===== src/verilog/tmr_defs.svh =====
// register addresses, field positions, reset values and divider counts
`ifndef TMR_DEFS_SVH
`define TMR_DEFS_SVH
`define TMR_ADDR_RUN_FLAGS 8'h88
`define TMR_ADDR_MODE_CFG 8'h89
`define TMR_ADDR_T0_LOW 8'h8a
`define TMR_ADDR_T1_LOW 8'h8b
`define TMR_ADDR_T0_HIGH 8'h8c
`define TMR_ADDR_T1_HIGH 8'h8d
`define TMR_ADDR_CLK_SEL 8'h8e
`define TMR_RST_BYTE 8'h00
`define TMR_RD_UNMAPPED 8'h00
`define TMR_BYTE_ONES 8'hff
`define TMR_BYTE_ONE 8'h01
// run/flag register
`define TMR_TF1_BIT 7
`define TMR_TR1_BIT 6
`define TMR_TF0_BIT 5
`define TMR_TR0_BIT 4
// mode register
`define TMR_TIMER1_GATE_ENABLE_BIT 7
`define TMR_CT1_BIT 6
`define TMR_T1M_LSB 4
`define TMR_TIMER0_GATE_ENABLE_BIT 3
`define TMR_CT0_BIT 2
`define TMR_T0M_LSB 0
// clock select register
`define TMR_TIMER3_HIGH_CLOCK_SEL_BIT 7
`define TMR_TIMER3_LOW_CLOCK_SEL_BIT 6
`define TMR_TIMER2_HIGH_CLOCK_SEL_BIT 5
`define TMR_TIMER2_LOW_CLOCK_SEL_BIT 4
`define TMR_T1M_BIT 3
`define TMR_T0M_BIT 2
`define TMR_SCA_LSB 0
// prescaler terminal counts (divide by 12, 4, 48, external by 8)
`define TMR_DIV12_LAST 4'hb
`define TMR_DIV4_LAST 2'h3
`define TMR_DIV48_LAST 6'h2f
`define TMR_EXT8_LAST 3'h7
// pin synchroniser lanes
`define TMR_PIN_EV_A 0
`define TMR_PIN_EV_B 1
`define TMR_PIN_GATE_A 2
`define TMR_PIN_GATE_B 3
`define TMR_PIN_EXT_CLK 4
`define TMR_PIN_COUNT 5
`endif


===== src/verilog/tmr_pkg.sv =====
// types shared by the timer block
`default_nettype none
package tmr_pkg;
  typedef enum logic [1:0] {
    TMR_MODE13,
    TMR_MODE16,
    TMR_MODE8R,
    TMR_MODESPLIT
  } tmr_mode_type;
  typedef enum logic [1:0] {
    TMR_SCA_DIV12,
    TMR_SCA_DIV4,
    TMR_SCA_DIV48,
    TMR_SCA_EXT8
  } tmr_sca_type;
endpackage
`default_nettype wire


===== src/verilog/tmr_prescale.sv =====
// shared timer 0/1 prescaler plus the divide-by-12 and external/8 ticks
`timescale 1ns/1ns
`default_nettype none
`include "tmr_defs.svh"
module tmr_prescale import tmr_pkg::*; (
  // clock and reset
  input wire logic core_clk,
  input wire logic arst_n,
  // controls
  input wire logic [1:0] clock_divider_select,
  input wire logic ext_edge,
  // one-cycle ticks
  output logic scaled_tick,
  output logic div12_tick,
  output logic ext8_tick
);
  logic [3:0] cnt12_r;
  logic [1:0] cnt4_r;
  logic [5:0] cnt48_r;
  logic [2:0] cnt8_r;
  logic t12_r;
  logic t4_r;
  logic t48_r;
  logic t8_r;
  logic sel_r;

  always_ff @(posedge core_clk or negedge arst_n) begin
    if (!arst_n) begin
      cnt12_r <= '0;
      cnt4_r <= '0;
      cnt48_r <= '0;
      t12_r <= 1'b0;
      t4_r <= 1'b0;
      t48_r <= 1'b0;
    end else begin
      cnt12_r <= (cnt12_r == `TMR_DIV12_LAST) ? '0 : cnt12_r + 4'h1;
      cnt4_r <= cnt4_r + 2'h1;
      cnt48_r <= (cnt48_r == `TMR_DIV48_LAST) ? '0 : cnt48_r + 6'h01;
      t12_r <= cnt12_r == `TMR_DIV12_LAST;
      t4_r <= cnt4_r == `TMR_DIV4_LAST;
      t48_r <= cnt48_r == `TMR_DIV48_LAST;
    end
  end

  // external clock already resynchronised; one tick per eight edges
  always_ff @(posedge core_clk or negedge arst_n) begin
    if (!arst_n) begin
      cnt8_r <= '0;
      t8_r <= 1'b0;
    end else begin
      if (ext_edge) begin
        cnt8_r <= cnt8_r + 3'h1;
      end
      t8_r <= ext_edge & (cnt8_r == `TMR_EXT8_LAST);
    end
  end

  always_comb begin
    case (tmr_sca_type'(clock_divider_select))
      TMR_SCA_DIV12: sel_r = t12_r;
      TMR_SCA_DIV4: sel_r = t4_r;
      TMR_SCA_DIV48: sel_r = t48_r;
      TMR_SCA_EXT8: sel_r = t8_r;
      default: sel_r = 1'b0;
    endcase
  end

  assign scaled_tick = sel_r;
  assign div12_tick = t12_r;
  assign ext8_tick = t8_r;

  a_div12_spacing: assert property (@(posedge core_clk) disable iff (!arst_n)
    t12_r |=> !t12_r [*8])
    else $error("divide-by-12 tick repeats too soon");
endmodule
`default_nettype wire


===== src/verilog/tmr_sync.sv =====
// three-stage pin synchroniser with settled level and falling-edge pulse
`timescale 1ns/1ns
`default_nettype none
module tmr_sync #(
  parameter int W = 1
) (
  // clock and reset
  input wire logic core_clk,
  input wire logic arst_n,
  // raw pins and settled view
  input wire logic [W-1:0] pin_in,
  output logic [W-1:0] level,
  output logic [W-1:0] fall
);
  logic [W-1:0] ff1_r;
  logic [W-1:0] ff2_r;
  logic [W-1:0] ff3_r;
  logic [W-1:0] lvl_r;
  logic [W-1:0] fall_r;

  always_ff @(posedge core_clk or negedge arst_n) begin
    if (!arst_n) begin
      ff1_r <= '0;
      ff2_r <= '0;
      ff3_r <= '0;
    end else begin
      ff1_r <= pin_in;
      ff2_r <= ff1_r;
      ff3_r <= ff2_r;
    end
  end

  // a change counts only once stages two and three agree
  always_ff @(posedge core_clk or negedge arst_n) begin
    if (!arst_n) begin
      lvl_r <= '0;
      fall_r <= '0;
    end else begin
      for (int i = 0; i < W; i++) begin
        if (ff2_r[i] == ff3_r[i]) begin
          lvl_r[i] <= ff3_r[i];
        end
        fall_r[i] <= lvl_r[i] & (ff2_r[i] == ff3_r[i]) & ~ff3_r[i];
      end
    end
  end

  assign level = lvl_r;
  assign fall = fall_r;

  a_fall_from_high: assert property (@(posedge core_clk) disable iff (!arst_n)
    fall_r[0] |-> ($past(lvl_r[0], 2) && !lvl_r[0]))
    else $error("edge pulse without a settled high-to-low change");
endmodule
`default_nettype wire


===== src/verilog/tmr_top.sv =====
// timer 0/1 counter pair with the shared timer clock select register
`timescale 1ns/1ns
`default_nettype none
`include "tmr_defs.svh"
module tmr_top import tmr_pkg::*; (
  // clock and reset
  input wire logic core_clk,
  input wire logic arst_n,
  // special function register port
  input wire logic [7:0] sfr_addr,
  input wire logic sfr_wr_en,
  input wire logic sfr_rd_en,
  input wire logic [7:0] sfr_wdata,
  output logic [7:0] sfr_rdata,
  // pins
  input wire logic event_pin_a,
  input wire logic event_pin_b,
  input wire logic gate_input_a,
  input wire logic gate_input_b,
  input wire logic ext_clk_in,
  // settings held elsewhere in the core
  input wire logic gate_a_polarity,
  input wire logic gate_b_polarity,
  input wire logic timer0_irq_enable,
  input wire logic timer1_irq_enable,
  input wire logic timer0_irq_ack,
  input wire logic timer1_irq_ack,
  input wire logic timer2_external_clock_choice,
  input wire logic timer3_external_clock_choice,
  // interrupt and overflow outputs
  output logic timer0_irq_req,
  output logic timer1_irq_req,
  output logic timer1_overflow_pulse,
  // timer 2/3 tick enables
  output logic timer2_low_tick,
  output logic timer2_high_tick,
  output logic timer3_low_tick,
  output logic timer3_high_tick
);
  logic [7:0] timer_clock_select_r;
  logic [7:0] timer_mode_config_r;
  logic timer0_overflow_flag_r;
  logic timer1_overflow_flag_r;
  logic timer0_run_r;
  logic timer1_run_r;
  logic [7:0] tl0_r;
  logic [7:0] th0_r;
  logic [7:0] tl1_r;
  logic [7:0] th1_r;
  logic [7:0] rdata_r;
  logic irq0_r;
  logic irq1_r;
  logic t1_ovf_r;
  logic t2l_r;
  logic t2h_r;
  logic t3l_r;
  logic t3h_r;

  logic [`TMR_PIN_COUNT-1:0] pin_raw;
  logic [`TMR_PIN_COUNT-1:0] pin_lvl;
  logic [`TMR_PIN_COUNT-1:0] pin_fall;
  logic presc_tick;
  logic div12_tick;
  logic ext8_tick;

  tmr_mode_type t0_mode;
  tmr_mode_type t1_mode;
  logic t0_split;
  logic gate_a_act;
  logic gate_b_act;
  logic t0_timer_tick;
  logic t1_timer_tick;
  logic t0_inc;
  logic t1_inc;
  logic th0_inc;
  logic [16:0] step0;
  logic [16:0] step1;
  logic ovf0;
  logic ovf1;
  logic th0_ovf;
  logic flag1_set;
  logic wr_timer_run_flags;
  logic wr_timer_mode_config;
  logic wr_timer_clock_select;
  logic wr_tl0;
  logic wr_th0;
  logic wr_tl1;
  logic wr_th1;

  // one count step: {overflow, high byte, low byte}
  function automatic logic [16:0] tmr_step(tmr_mode_type mode, logic [7:0] hi,
                                           logic [7:0] lo);
    logic [13:0] s13;
    logic [16:0] s16;
    logic [16:0] res;
    s13 = {1'b0, hi, lo[4:0]} + 14'h0001;
    s16 = {1'b0, hi, lo} + 17'h00001;
    case (mode)
      TMR_MODE13: res = {s13[13], s13[12:5], lo[7:5], s13[4:0]};
      TMR_MODE16: res = s16;
      TMR_MODE8R: begin
        if (lo == `TMR_BYTE_ONES) begin
          res = {1'b1, hi, hi};
        end else begin
          res = {1'b0, hi, lo + `TMR_BYTE_ONE};
        end
      end
      default: res = {lo == `TMR_BYTE_ONES, hi, lo + `TMR_BYTE_ONE};
    endcase
    return res;
  endfunction

  assign pin_raw = {ext_clk_in, gate_input_b, gate_input_a, event_pin_b, event_pin_a};

  tmr_sync #(.W(`TMR_PIN_COUNT)) u_sync (
    .core_clk(core_clk),
    .arst_n(arst_n),
    .pin_in(pin_raw),
    .level(pin_lvl),
    .fall(pin_fall)
  );

  tmr_prescale u_presc (
    .core_clk(core_clk),
    .arst_n(arst_n),
    .clock_divider_select(timer_clock_select_r[`TMR_SCA_LSB +: 2]),
    .ext_edge(pin_fall[`TMR_PIN_EXT_CLK]),
    .scaled_tick(presc_tick),
    .div12_tick(div12_tick),
    .ext8_tick(ext8_tick)
  );

  // register port decode
  always_comb begin
    wr_timer_run_flags = sfr_wr_en && sfr_addr == `TMR_ADDR_RUN_FLAGS;
    wr_timer_mode_config = sfr_wr_en && sfr_addr == `TMR_ADDR_MODE_CFG;
    wr_timer_clock_select = sfr_wr_en && sfr_addr == `TMR_ADDR_CLK_SEL;
    wr_tl0 = sfr_wr_en && sfr_addr == `TMR_ADDR_T0_LOW;
    wr_th0 = sfr_wr_en && sfr_addr == `TMR_ADDR_T0_HIGH;
    wr_tl1 = sfr_wr_en && sfr_addr == `TMR_ADDR_T1_LOW;
    wr_th1 = sfr_wr_en && sfr_addr == `TMR_ADDR_T1_HIGH;
  end

  // count enables
  always_comb begin
    t0_mode = tmr_mode_type'(timer_mode_config_r[`TMR_T0M_LSB +: 2]);
    t1_mode = tmr_mode_type'(timer_mode_config_r[`TMR_T1M_LSB +: 2]);
    t0_split = t0_mode == TMR_MODESPLIT;
    gate_a_act = pin_lvl[`TMR_PIN_GATE_A] == gate_a_polarity;
    gate_b_act = pin_lvl[`TMR_PIN_GATE_B] == gate_b_polarity;
    t0_timer_tick = timer_clock_select_r[`TMR_T0M_BIT] | presc_tick;
    t1_timer_tick = timer_clock_select_r[`TMR_T1M_BIT] | presc_tick;
    t0_inc = timer0_run_r
      & (~timer_mode_config_r[`TMR_TIMER0_GATE_ENABLE_BIT] | gate_a_act)
      & (timer_mode_config_r[`TMR_CT0_BIT] ? pin_fall[`TMR_PIN_EV_A]
                                           : t0_timer_tick);
    // split high byte: plain timer, run by timer 1's run bit, no gate
    th0_inc = t0_split & timer1_run_r & t0_timer_tick;
    if (t0_split) begin
      t1_inc = (t1_mode != TMR_MODESPLIT) & t1_timer_tick;
    end else begin
      t1_inc = timer1_run_r & (t1_mode != TMR_MODESPLIT)
        & (~timer_mode_config_r[`TMR_TIMER1_GATE_ENABLE_BIT] | gate_b_act)
        & (timer_mode_config_r[`TMR_CT1_BIT] ? pin_fall[`TMR_PIN_EV_B]
                                             : t1_timer_tick);
    end
    step0 = tmr_step(t0_mode, th0_r, tl0_r);
    step1 = tmr_step(t1_mode, th1_r, tl1_r);
    ovf0 = t0_inc & step0[16];
    ovf1 = t1_inc & step1[16];
    th0_ovf = th0_inc & (th0_r == `TMR_BYTE_ONES);
    flag1_set = t0_split ? th0_ovf : ovf1;
  end

  // configuration registers
  always_ff @(posedge core_clk or negedge arst_n) begin
    if (!arst_n) begin
      timer_clock_select_r <= `TMR_RST_BYTE;
      timer_mode_config_r <= `TMR_RST_BYTE;
      timer0_run_r <= 1'b0;
      timer1_run_r <= 1'b0;
    end else begin
      if (wr_timer_clock_select) begin
        timer_clock_select_r <= sfr_wdata;
      end
      if (wr_timer_mode_config) begin
        timer_mode_config_r <= sfr_wdata;
      end
      if (wr_timer_run_flags) begin
        timer0_run_r <= sfr_wdata[`TMR_TR0_BIT];
        timer1_run_r <= sfr_wdata[`TMR_TR1_BIT];
      end
    end
  end

  // overflow flags: hardware set beats software or vector clear
  always_ff @(posedge core_clk or negedge arst_n) begin
    if (!arst_n) begin
      timer0_overflow_flag_r <= 1'b0;
      timer1_overflow_flag_r <= 1'b0;
    end else begin
      if (ovf0) begin
        timer0_overflow_flag_r <= 1'b1;
      end else if (timer0_irq_ack) begin
        timer0_overflow_flag_r <= 1'b0;
      end else if (wr_timer_run_flags) begin
        timer0_overflow_flag_r <= sfr_wdata[`TMR_TF0_BIT];
      end
      if (flag1_set) begin
        timer1_overflow_flag_r <= 1'b1;
      end else if (timer1_irq_ack) begin
        timer1_overflow_flag_r <= 1'b0;
      end else if (wr_timer_run_flags) begin
        timer1_overflow_flag_r <= sfr_wdata[`TMR_TF1_BIT];
      end
    end
  end

  // timer 0 count bytes; a software write wins over a count step
  always_ff @(posedge core_clk or negedge arst_n) begin
    if (!arst_n) begin
      tl0_r <= `TMR_RST_BYTE;
      th0_r <= `TMR_RST_BYTE;
    end else begin
      if (wr_tl0) begin
        tl0_r <= sfr_wdata;
      end else if (t0_inc) begin
        tl0_r <= step0[7:0];
      end
      if (wr_th0) begin
        th0_r <= sfr_wdata;
      end else if (th0_inc) begin
        th0_r <= th0_r + `TMR_BYTE_ONE;
      end else if (t0_inc && !t0_split) begin
        th0_r <= step0[15:8];
      end
    end
  end

  // timer 1 count bytes; run bit alone never touches them
  always_ff @(posedge core_clk or negedge arst_n) begin
    if (!arst_n) begin
      tl1_r <= `TMR_RST_BYTE;
      th1_r <= `TMR_RST_BYTE;
    end else begin
      if (wr_tl1) begin
        tl1_r <= sfr_wdata;
      end else if (t1_inc) begin
        tl1_r <= step1[7:0];
      end
      if (wr_th1) begin
        th1_r <= sfr_wdata;
      end else if (t1_inc) begin
        th1_r <= step1[15:8];
      end
    end
  end

  // read data, registered on the read strobe
  always_ff @(posedge core_clk or negedge arst_n) begin
    if (!arst_n) begin
      rdata_r <= `TMR_RST_BYTE;
    end else if (sfr_rd_en) begin
      case (sfr_addr)
        `TMR_ADDR_RUN_FLAGS: begin
          rdata_r <= `TMR_RST_BYTE;
          rdata_r[`TMR_TF1_BIT] <= timer1_overflow_flag_r;
          rdata_r[`TMR_TR1_BIT] <= timer1_run_r;
          rdata_r[`TMR_TF0_BIT] <= timer0_overflow_flag_r;
          rdata_r[`TMR_TR0_BIT] <= timer0_run_r;
        end
        `TMR_ADDR_MODE_CFG: rdata_r <= timer_mode_config_r;
        `TMR_ADDR_CLK_SEL: rdata_r <= timer_clock_select_r;
        `TMR_ADDR_T0_LOW: rdata_r <= tl0_r;
        `TMR_ADDR_T0_HIGH: rdata_r <= th0_r;
        `TMR_ADDR_T1_LOW: rdata_r <= tl1_r;
        `TMR_ADDR_T1_HIGH: rdata_r <= th1_r;
        default: rdata_r <= `TMR_RD_UNMAPPED;
      endcase
    end
  end

  // interrupt requests, timer 1 overflow pulse and timer 2/3 ticks
  always_ff @(posedge core_clk or negedge arst_n) begin
    if (!arst_n) begin
      irq0_r <= 1'b0;
      irq1_r <= 1'b0;
      t1_ovf_r <= 1'b0;
      t2l_r <= 1'b0;
      t2h_r <= 1'b0;
      t3l_r <= 1'b0;
      t3h_r <= 1'b0;
    end else begin
      irq0_r <= timer0_overflow_flag_r & timer0_irq_enable;
      irq1_r <= timer1_overflow_flag_r & timer1_irq_enable;
      // consumers still see timer 1 wrap while split hands its flag to timer 0's high byte
      t1_ovf_r <= ovf1;
      t2l_r <= timer_clock_select_r[`TMR_TIMER2_LOW_CLOCK_SEL_BIT]
        | (timer2_external_clock_choice ? ext8_tick : div12_tick);
      t2h_r <= timer_clock_select_r[`TMR_TIMER2_HIGH_CLOCK_SEL_BIT]
        | (timer2_external_clock_choice ? ext8_tick : div12_tick);
      t3l_r <= timer_clock_select_r[`TMR_TIMER3_LOW_CLOCK_SEL_BIT]
        | (timer3_external_clock_choice ? ext8_tick : div12_tick);
      t3h_r <= timer_clock_select_r[`TMR_TIMER3_HIGH_CLOCK_SEL_BIT]
        | (timer3_external_clock_choice ? ext8_tick : div12_tick);
    end
  end

  assign sfr_rdata = rdata_r;
  assign timer0_irq_req = irq0_r;
  assign timer1_irq_req = irq1_r;
  assign timer1_overflow_pulse = t1_ovf_r;
  assign timer2_low_tick = t2l_r;
  assign timer2_high_tick = t2h_r;
  assign timer3_low_tick = t3l_r;
  assign timer3_high_tick = t3h_r;

  a_flag0_set: assert property (@(posedge core_clk) disable iff (!arst_n)
    ovf0 |=> timer0_overflow_flag_r ##1 (timer0_irq_req == timer0_irq_enable))
    else $error("timer 0 wrap did not raise flag and request");
  a_count_hold: assert property (@(posedge core_clk) disable iff (!arst_n)
    (!timer0_run_r && !wr_tl0 && !wr_th0 && !t0_split) |=> $stable({th0_r, tl0_r}))
    else $error("timer 0 moved while stopped");
  a_reload_value: assert property (@(posedge core_clk) disable iff (!arst_n)
    (t0_mode == TMR_MODE8R && ovf0 && !wr_tl0 && !wr_th0)
      |=> (tl0_r == $past(th0_r)) && $stable(th0_r))
    else $error("reload did not copy the high byte");
  a_split_flag1: assert property (@(posedge core_clk) disable iff (!arst_n)
    (t0_split && !th0_ovf && !wr_timer_run_flags && !timer1_irq_ack) |=> $stable(timer1_overflow_flag_r))
    else $error("timer 1 flag moved without high byte wrap in split");
  a_t1_stopped: assert property (@(posedge core_clk) disable iff (!arst_n)
    (t0_split && t1_mode == TMR_MODESPLIT && !wr_tl1 && !wr_th1) |=> $stable({th1_r, tl1_r}))
    else $error("timer 1 ran in mode 3");
  a_event_only: assert property (@(posedge core_clk) disable iff (!arst_n)
    (timer_mode_config_r[`TMR_CT0_BIT] && !pin_fall[`TMR_PIN_EV_A] && !wr_tl0 && !wr_th0
      && !t0_split) |=> $stable({th0_r, tl0_r}))
    else $error("timer 0 counted without an event edge");
  a_ack_clears: assert property (@(posedge core_clk) disable iff (!arst_n)
    (timer0_irq_ack && !ovf0) |=> !timer0_overflow_flag_r ##1 !timer0_irq_req)
    else $error("vector acknowledge did not clear timer 0 flag");
  a_t2_fast_tick: assert property (@(posedge core_clk) disable iff (!arst_n)
    (timer_clock_select_r[`TMR_TIMER2_LOW_CLOCK_SEL_BIT] && !wr_timer_clock_select) [*2] |-> timer2_low_tick)
    else $error("timer 2 low byte not on system clock");
  a_mode13_wrap: assert property (@(posedge core_clk) disable iff (!arst_n)
    (t0_mode == TMR_MODE13 && t0_inc && !wr_tl0 && !wr_th0)
      |=> tl0_r[7:5] == $past(tl0_r[7:5]))
    else $error("13-bit count touched low byte bits 7..5");
endmodule
`default_nettype wire

===== config.mk =====
export PLATFORM = sky130hd
export DESIGN_NAME = tmr_top
export DESIGN_NICKNAME = d
export VERILOG_FILES = /design/src/verilog/tmr_pkg.sv /design/src/verilog/tmr_prescale.sv /design/src/verilog/tmr_sync.sv /design/src/verilog/tmr_top.sv
export VERILOG_INCLUDE_DIRS = /design/src /design/src/verilog
export SDC_FILE = /design/constraint.sdc
export NUM_CORES = 1
export LEC_CHECK = 0
export ABC_AREA = 1
export ABC_CLOCK_PERIOD_IN_PS = 1800
export BUFFER_PORTS_ARGS = -buffer_cell sky130_fd_sc_hd__buf_2
export CAP_MARGIN = 25
export CORE_MARGIN = 3
export CORE_UTILIZATION = 59
export CTS_CLUSTER_SIZE = 14
export DETAILED_ROUTE_END_ITERATION = 10
export PLACE_DENSITY = 0.76
export SKIP_LAST_GASP = 1
export SLEW_MARGIN = 15
export SYNTH_ARGS = -nofsm -noshare
export SYNTH_HDL_FRONTEND = slang
export SYNTH_SLANG_ARGS = --single-unit

===== constraint.sdc =====
create_clock -name core_clk -period 1.8 [get_ports core_clk]
set_input_delay 0.09 -clock core_clk [delete_from_list [all_inputs] [get_ports core_clk]]
set_output_delay 0.09 -clock core_clk [all_outputs]
set_load 0.01 [all_outputs]

==> results of run 1 <==
[area by class of cell]
| type | instances | area, µm² | share of cell area, % |
|---|---|---|---|
| Clock buffer | 10 | 138 | 1.81 |
| Clock inverter | 6 | 65.1 | 0.854 |
| Inverter | 111 | 417 | 5.47 |
| Multi-Input combinational cell | 684 | 3410 | 44.7 |
| Sequential cell | 109 | 2730 | 35.8 |
| Tap cell | 136 | 170 | 2.23 |
| Timing Repair Buffer | 102 | 693 | 9.10 |
[power by group]
group,switching [µW],internal (µW)
logic,970,612
clock network,933,581
registers,209,2650
total,2110,3840
[metrics by stage]
stage                     std cells  setup TNS [ps]  power (µW)
final                          1158               0        5950
after CTS                      1150               0        5790
after global placement         1122           -13.2        4230
after floorplan                 915               0        3700
after global routing           1158            -561        6230
after detailed placement       1122               0        4290
[per-layer routing]
| layer | vias up | routed length, µm | share of wire, % | GRT usage (%) |
|---|---|---|---|---|
| met3 | 70 | 2510 | 12 | 7.50 |
| met1 | 3233 | 8700 | 40 | 49.2 |
| met4 | 0 | 775 | 3.6 | 13.4 |
| li1 | 3212 | - | - | - |
| met2 | 490 | 9640 | 45 | 52.1 |
| met5 | - | 0 | 0 | 0 |
[registers in the layout, indices dropped and copies added (netlist names), 6 cells and up]
signal and cells:
tl0_r 8, timer_clock_select_r 8, sfr_rdata 8, th0_r 8
timer_mode_config_r 8, u_presc.cnt48_r 6, tl1_r 8, th1_r 8
[placed cells by master, fill, tap and decap left out, types with 10 or more instances in the layout]
cell	Yosys	routed
a21oi_1	21	21
buf_2	10	46
buf_4	0	43
clkbuf_8	0	10
dfrtp_1	109	107
dlygate4sd3_1	0	12
inv_1	102	102
nand2_1	285	282
nand2_2	7	10
nand3_1	117	116
nand4_1	27	27
nor2_1	83	80
o211ai_1	10	10
o21ai_0	39	39
o21ai_1	12	12
o22ai_1	16	16
[tightest hold or removal path, delay by kind of cell]
family / cells / cell delay [ps]
and+or+nand+nor: 2 / 130
buffers and inverters: 1 / 150
[repair_timing]
action                     CTS  global route
hold endpoints to repair    48             0
setup buffers                0             7
hold buffers                12             0
pin swaps                    0             5
cloned                       0             1
setup endpoints to repair    1            26
resized for setup            1            14
[path summary, 6_finish.rpt]
check / start / end / slack, ps / cells after the start
setup / recovery: tl1_r[0]$_DFFE_PN0P_ / tl1_r[4]$_DFFE_PN0P_ / 20 / 10
hold / removal: sfr_wdata[5] / th1_r[5]$_DFFE_PN0P_ / 20 / 3
setup reg to reg: tl1_r[0]$_DFFE_PN0P_ / tl1_r[4]$_DFFE_PN0P_ / 20 / 10
hold reg to reg: u_sync.ff1_r[4]$_DFF_PN0_ / u_sync.ff2_r[4]$_DFF_PN0_ / 370 / 0
max in group asynchronous: arst_n / th0_r[0]$_DFFE_PN0P_ / 970 / 3
min in group asynchronous: arst_n / th1_r[1]$_DFFE_PN0P_ / 200 / 2
[kinds of logic after synthesis]
kind of cell | after synthesis
mux | 5
xor+xnor | 10
flops | 109
fa+ha+maj | 13
buf+inv | 123
simple gates | 553
compound gates | 102
==> impl_metrics.json, run 1 <==
{
  "root_buffer": "clkbuf_8",
  "yosys-mux-area-fraction_pct": 0.801,
  "track_usage_pct": 34.6,
  "min_path_type": "input port to flip-flop",
  "startpoint_type": "flip-flop",
  "yosys.area_share.simple_pct": 38.0,
  "syn-instance-count": 915,
  "endpoint_kind": "flip-flop",
  "slowest_delay_ps": 400,
  "ir_drop_v": 0.000939,
  "wl_per_cell_um": 18.7,
  "fin_skew_ps": 20.8,
  "synth_common_cells": "nand2_1 (285), nand3_1 (117), dfrtp_1 (109)",
  "fp.dieH_um": 111,
  "ys_ff_latch": 109,
  "cpMaxStageDelayCell": "dfrtp_1",
  "max_freq_mhz": 562,
  "drc_errors": 0,
  "status": "finished clean",
  "row_count": 37,
  "slew_headroom_pct": 59.5,
  "cts_buffer_depth": 2,
  "dpl-instance-area_um2": 7180,
  "ctsHtreeMaxLevel": 3,
  "path_max_fanout": 10,
  "ys.flop_type": "dfrtp_1",
  "die_x_um": 111,
  "arrival_ps": 2090,
  "wl_mm": 21.6,
  "diodes": 0,
  "final_util_pct": 72.2,
  "p_per_area_nw_per_um2": 781,
  "hold_slack_ps": 23.2,
  "syn-cell-area_um2": 6560,
  "cts_tree": "yes",
  "fin_nets": 1058,
  "cts_inserted_buffers": 9,
  "clkTransAtPathRegs_ps": 110,
  "finalCritPeriodShare_pct": 98.8,
  "ioPinCount": 48,
  "fin_crit_ps": 1780,
  "ys_async_sr_fraction_pct": 100,
  "yosysTopAreaCell": "dfrtp_1",
  "synth_area_leaders": "dfrtp_1 (42%), nand2_1 (16%), nand3_1 (8.9%), inv_1 (5.8%), nor2_1 (4.8%)",
  "antenna_left": 0,
  "synth_edf_count": 0,
  "critPathKind": "flip-flop to flip-flop",
  "area_delta_synth_final_pct": 16.2,
  "synth_nets": 956,
  "yosysMostFrequentCell": "nand2_1",
  "ys_warn_count": 0,
  "grt_setup_unrepaired": "true",
  "dieArea_um2": 12400,
  "worst_slew_pin_slew_ps": 605,
  "drt_iter0_drc": 937,
  "synth_top_area_share_pct": 41.6,
  "path_common_cell": "nand2_1",
  "yosysSeqAreaShare_pct": 41.6,
  "place.port_buffers": 47,
  "cts.sinks": 109,
  "crit_required_ps": 2110,
  "syn_avg_cell_area_um2": 7.17,
  "drive_gt1_share_pct": 16.0,
  "overflow": 0,
  "synth-xor-area-share_pct": 1.34,
  "synth-adder-area-share_pct": 2.29,
  "detail_route.first_pass.iterations": 6,
  "start_util_pct": 62.1,
  "viasPerCell": 6.05,
  "num_vias": 7005,
  "synth_cell_types": 36,
  "grt_pass1_vias": 6516,
  "dp_worst_setup_slack_ps": 22.1,
  "post-dp-hpwl_mm": 16.1,
  "power.leakage_uw": 0.00395,
  "clock_latency_ps": 390,
  "core-area_um2": 10600,
  "cp_cell_sequence": "ha_1, nand2_1, nor2_1, buf_4, nand2_2, nor2_4, inv_1, o21ai_0, nand2_1, o211ai_1",
  "synth_compound_area_share_pct": 8.61,
  "hold_viol_final": 0,
  "drv_slew": 0,
  "gp_congestion": 1.01,
  "fin_area_um2": 7620,
  "cp_top_family": "simple AND/OR/NAND/NOR gates",
  "maxCapViolCount": 0,
  "antenna_found_initial": 0,
  "worst_slack_ps": 21.6,
  "synth_top_family_by_area": "simple AND/OR/NAND/NOR gates",
  "critPathBufInv": 2,
  "grt_max_degree": 48,
  "grt_pass1_wl_mm": 34.1,
  "setup_viol": 0,
  "n_fill_cell": 818
}
Note: power is estimated with default switching activity, not from simulation.
==> run 2, diff against run 1 <==
--- a/config.mk
+++ b/config.mk
@@ -14,7 +14,7 @@
 export CORE_UTILIZATION = 59
 export CTS_CLUSTER_SIZE = 14
 export DETAILED_ROUTE_END_ITERATION = 10
-export PLACE_DENSITY = 0.76
+export PLACE_DENSITY = 0.77
 export SKIP_LAST_GASP = 1
 export SLEW_MARGIN = 15
 export SYNTH_ARGS = -nofsm -noshare
==> impl_metrics.json, run 2 (synthesis gave the netlist of run 1 again) <==
{
  "status": "finished clean",
  "place.port_buffers": 47,
  "fin_crit_ps": 1780,
  "grt_max_degree": 46,
  "path_max_fanout": 6,
  "track_usage_pct": 34.4,
  "setup_tns_ps": 0,
  "viasPerCell": 5.95,
  "p_per_area_nw_per_um2": 778,
  "cts.sinks": 109,
  "combPwrFrac_pct": 27.2,
  "finalCritPeriodShare_pct": 99.0,
  "grt_pass1_wl_mm": 33.7,
  "cpMaxStageDelayCell": "dfrtp_1",
  "row_count": 37,
  "fin_nets": 1065,
  "seqPwrFrac_pct": 47.8,
  "endpoint_kind": "flip-flop",
  "ioPinCount": 48,
  "drv_slew": 0,
  "arrival_ps": 2100,
  "setup_viol": 0,
  "wl_per_cell_um": 18.3,
  "max_freq_mhz": 561,
  "power.internal_uw": 3870,
  "area_delta_synth_final_pct": 17.6,
  "root_buffer": "clkbuf_8",
  "fin_skew_ps": 15.2,
  "clkPwrFrac_pct": 25.1,
  "hold_slack_ps": 19.6,
  "finalNonFillerCells": 1165,
  "reg2reg_depth": 10,
  "cp_cell_sequence": "ha_2, nand2_2, nor2_2, buf_4, nand2_4, nor2_4, inv_1, o21ai_0, nand2_1, o211ai_1",
  "clock_latency_ps": 410,
  "r2r-end": "tl1_r[1]$_DFFE_PN0P_",
  "critPathKind": "flip-flop to flip-flop",
  "core-area_um2": 10600,
  "cts_tree": "yes",
  "final_cell_mix": "nand2_1 (280), nand3_1 (112), dfrtp_1 (107)",
  "drt_iter0_drc": 937,
  "fp.dieH_um": 111,
  "switchingPower_uw": 2140,
  "start_util_pct": 62.1,
  "clkTransAtPathRegs_ps": 110,
  "reg2reg_slack_ps": 20,
  "maxCapViolCount": 0,
  "detail_route.first_pass.iterations": 7,
  "switching_share_pct": 35.6,
  "dieArea_um2": 12400,
  "grt_pass1_vias": 6589,
  "gp_congestion": 1.01,
  "cts_inserted_buffers": 9,
  "post-dp-hpwl_mm": 16.1,
  "antenna_found_initial": 0,
  "antenna_left": 0,
  "drc_errors": 0,
  "die_x_um": 111,
  "diodes": 0,
  "worst_slew_pin_slew_ps": 509,
  "overflow": 0,
  "wl_mm": 21.3,
  "hold_viol_final": 0,
  "layout_commonest_cell": "nand2_1",
  "cts_buffer_depth": 2,
  "slew_headroom_pct": 66.1,
  "min_path_type": "input port to flip-flop",
  "slowest_delay_ps": 430,
  "num_vias": 6930,
  "cp-startpoint": "tl1_r[1]$_DFFE_PN0P_",
  "power.leakage_uw": 0.00402,
  "grt_setup_unrepaired": "true",
  "ctsHtreeMaxLevel": 3,
  "drive_gt1_share_pct": 17.2,
  "worstSetupEndpoint": "tl1_r[1]$_DFFE_PN0P_",
  "startpoint_type": "flip-flop",
  "crit_required_ps": 2110,
  "placed_cells": 1130,
  "regToRegStartpoint": "tl1_r[1]$_DFFE_PN0P_",
  "ir_drop_v": 0.000788,
  "final_util_pct": 73.1
}
## run 2: metal layers
metal	up-vias	part of all wire [%]	track usage, %
met4	0	3.3	13.5
met5	-	0	0
met3	67	12	9.67
met1	3197	41	47.8
met2	463	44	51.2
li1	3203	-	-
## run 2: power by group through the flow
stage / clock network [µW] / logic [µW] / registers, µW
6_report: 1510 / 1630 / 2870
5_1_grt: 1630 / 1780 / 2890
4_1_cts: 1520 / 1470 / 2850
3_5_place_dp: 0 / 1430 / 2900
3_3_place_gp: 0 / 1380 / 2880
2_1_floorplan: 0 / 855 / 2850
## run 2: area by class of cell
type                    instances  area (µm²)
multi-input cells             683        3450
fillers                       838        2840
flip-flops and latches        109        2730
repair buffers                110         757
inverters                     111         417
well taps                     136         170
clock buffers                  11         141
clock inverters                 5        53.8
## run 2: worst min-delay path by stage
stage                                         endpoint  slack (ps)  cells after the start            from
floorplan                     sfr_rdata[0]$_DFFE_PN0P_        -210                      0          arst_n
global placement                  tl1_r[7]$_DFFE_PN0P_          70                      1          arst_n
detailed placement                tl1_r[7]$_DFFE_PN0P_          80                      1          arst_n
CTS                 timer1_overflow_flag_r$_DFFE_PN0P_          10                      6  timer1_irq_ack
global route                      th1_r[6]$_DFFE_PN0P_          10                      3    sfr_wdata[6]
finish              timer1_overflow_flag_r$_DFFE_PN0P_          20                      6  timer1_irq_ack
## run 2: stage by stage
step / total power (µW) / setup slack (ps) / area [µm²]
final: 6000 / 18.8 / 7710
after CTS: 5840 / 2.57 / 7570
after global routing: 6300 / -129 / 7710
after floorplan: 3700 / 135 / 6560
after global placement: 4270 / 69.2 / 7240
after detailed placement: 4330 / 24.0 / 7240
## run 2: what timing repair did
action                                 4_1_cts  5_1_grt
endpoints found under the hold margin       54        0
setup buffers                                1        6
pin swaps                                    0        9
hold buffers                                12        0
setup endpoints to repair                    1       31
gates resized for setup                      0       28
## run 2: critical path, delay by kind of cell, from the launching register on
| kind | cells | cell delay, ps |
|---|---|---|
| adders and majority gates | 1 | 230 |
| DFF | 1 | 430 |
| and+or+nand+nor | 5 | 520 |
| buffers and inverters | 2 | 260 |
| AOI/OAI and AO/OA | 2 | 270 |
==> run 3, diff against run 2 <==
--- a/config.mk
+++ b/config.mk
@@ -11,10 +11,10 @@
 export BUFFER_PORTS_ARGS = -buffer_cell sky130_fd_sc_hd__buf_2
 export CAP_MARGIN = 25
 export CORE_MARGIN = 3
-export CORE_UTILIZATION = 59
+export CORE_UTILIZATION = 49
 export CTS_CLUSTER_SIZE = 14
 export DETAILED_ROUTE_END_ITERATION = 10
-export PLACE_DENSITY = 0.77
+export PLACE_DENSITY = 0.66
 export SKIP_LAST_GASP = 1
 export SLEW_MARGIN = 15
 export SYNTH_ARGS = -nofsm -noshare
==> impl_metrics.json, run 3 (synthesis gave the netlist of run 1 again) <==
{
  "slew_headroom_pct": 55.6,
  "crit_required_ps": 2050,
  "antenna_found_initial": 0,
  "detail_route.first_pass.iterations": 6,
  "grt_max_degree": 49,
  "dp_worst_setup_slack_ps": 73.3,
  "final_cell_mix": "nand2_1 (284), nand3_1 (115), dfrtp_1 (109)",
  "worst_slew_pin_slew_ps": 664,
  "fin_crit_ps": 1660,
  "viasPerCell": 5.44,
  "path_max_fanout": 8,
  "clkTransAtPathRegs_ps": 70,
  "die_x_um": 122,
  "diodes": 0,
  "track_usage_pct": 26.8,
  "grt_pass1_vias": 5906,
  "overflow": 0,
  "drc_errors": 0,
  "cts_buffer_depth": 2,
  "cpMaxStageDelayCell": "dfrtp_1",
  "num_vias": 6445,
  "critPathBufInv": 0,
  "power.leakage_uw": 0.00395,
  "drive_gt1_share_pct": 14.9,
  "setup_viol": 0,
  "endpoint_kind": "flip-flop",
  "cts_tree": "yes",
  "ioPinCount": 48,
  "grt_pass1_wl_mm": 30.8,
  "max_freq_mhz": 602,
  "fin_area_um2": 7690,
  "ir_drop_v": 0.000631,
  "row_count": 41,
  "p_per_area_nw_per_um2": 832,
  "gp_congestion": 0.984,
  "dieArea_um2": 14800,
  "maxCapViolCount": 0,
  "worst_slack_ps": 139,
  "root_buffer": "clkbuf_16",
  "area_delta_synth_final_pct": 17.2,
  "fin_nets": 1049,
  "n_fill_cell": 1246,
  "min_path_type": "input port to flip-flop",
  "post-dp-hpwl_mm": 14.6,
  "hold_viol_final": 0,
  "slowest_delay_ps": 560,
  "cts.sinks": 109,
  "wl_mm": 18.9,
  "fin_skew_ps": 7.70,
  "antenna_left": 0,
  "startpoint_type": "flip-flop",
  "wl_per_cell_um": 15.9,
  "status": "finished clean",
  "dpl-instance-area_um2": 7240,
  "cp_cell_sequence": "nand2_1, nor2_1, nand2_1, xor2_1, nand3_1, nand3_1, nand2_1, nand2_1",
  "arrival_ps": 1910,
  "cp_top_family": "simple AND/OR/NAND/NOR gates",
  "fp.dieH_um": 122,
  "critPathKind": "flip-flop to flip-flop",
  "core-area_um2": 12900,
  "path_common_cell": "nand2_1",
  "finalCritPeriodShare_pct": 92.3,
  "grt_setup_unrepaired": "true",
  "cts_inserted_buffers": 9,
  "clock_latency_ps": 360,
  "drt_iter0_drc": 599,
  "layout_commonest_cell": "nand2_1",
  "start_util_pct": 50.9,
  "place.port_buffers": 47,
  "drv_slew": 0,
  "ctsHtreeMaxLevel": 3
}
-- run 3: cell types whose count changed in the layout (fill, tap and decap cells not counted), sizes merged --
| cell | previous run | this run |
|---|---|---|
| bufinv | 0 | 1 |
| clkbuf | 11 | 9 |
| buf | 98 | 84 |
| dlygate4sd3 | 12 | 10 |
-- run 3: path summary, 6_finish.rpt --
check | start | to | slack (ps) | cells after the start
max | th0_r[4]$_DFFE_PN0P_ | th0_r[7]$_DFFE_PN0P_ | 140 | 8
min | sfr_rd_en | sfr_rdata[5]$_DFFE_PN0P_ | 60 | 3
max reg2reg | th0_r[4]$_DFFE_PN0P_ | th0_r[7]$_DFFE_PN0P_ | 140 | 8
min reg2reg | u_sync.ff1_r[4]$_DFF_PN0_ | u_sync.ff2_r[4]$_DFF_PN0_ | 350 | 0
max in group asynchronous | arst_n | th0_r[0]$_DFFE_PN0P_ | 1040 | 3
min in group asynchronous | arst_n | tl1_r[5]$_DFFE_PN0P_ | 180 | 2
-- run 3: area by class of cell --
cell class              count  area, µm²  share of cell area [%]
clock inverters             6       81.3                    1.06
multi-input cells         683       3380                    44.0
repair buffers             94        641                    8.33
inverters                 111        417                    5.42
well taps                 172        215                    2.80
clock buffers               9        225                    2.93
flip-flops and latches    109       2730                    35.5
-- run 3: tightest hold or removal path: cells and delay by family --
kind	cells	cell delay (ps)
AND/OR/NAND/NOR	2	120
buffers and inverters	1	160
-- run 3: what timing repair did --
item                                   CTS  global route
hold buffers                            10             0
setup endpoints to repair                0            27
buffers inserted                         0             1
endpoints found under the hold margin   72             0
resized for setup                        0             8
-- run 3: stage by stage --
step	std cells	setup TNS (ps)	utilization, %	hold slack, ps	total power, µW
3_3_place_gp	1158	0	56.2	24.7	4300
2_1_floorplan	915	0	-	-206	3700
3_5_place_dp	1158	0	56.2	24.1	4290
4_1_cts	1183	0	59.4	40.1	6380
6_report	1184	0	59.7	55.0	6390
5_1_grt	1184	-6.01	59.7	50.0	6750
-- run 3: layer usage --
metal  up-vias  global-route usage, %  wire [µm]
met5         -                      0          0
met4         0                   6.72        324
met3        25                   5.34       1630
met2       280                   39.6       8050
met1      2955                   40.4       8860
li1       3185                      -          -
-- run 3: where the power goes --
part           internal [µW]  leakage, µW  total, µW  switching [µW]
Clock                   1100     0.000150       2070             966
Sequential              2640      0.00140       2840             191
Combinational            588      0.00239       1490             902
Total                   4340      0.00395       6390            2060
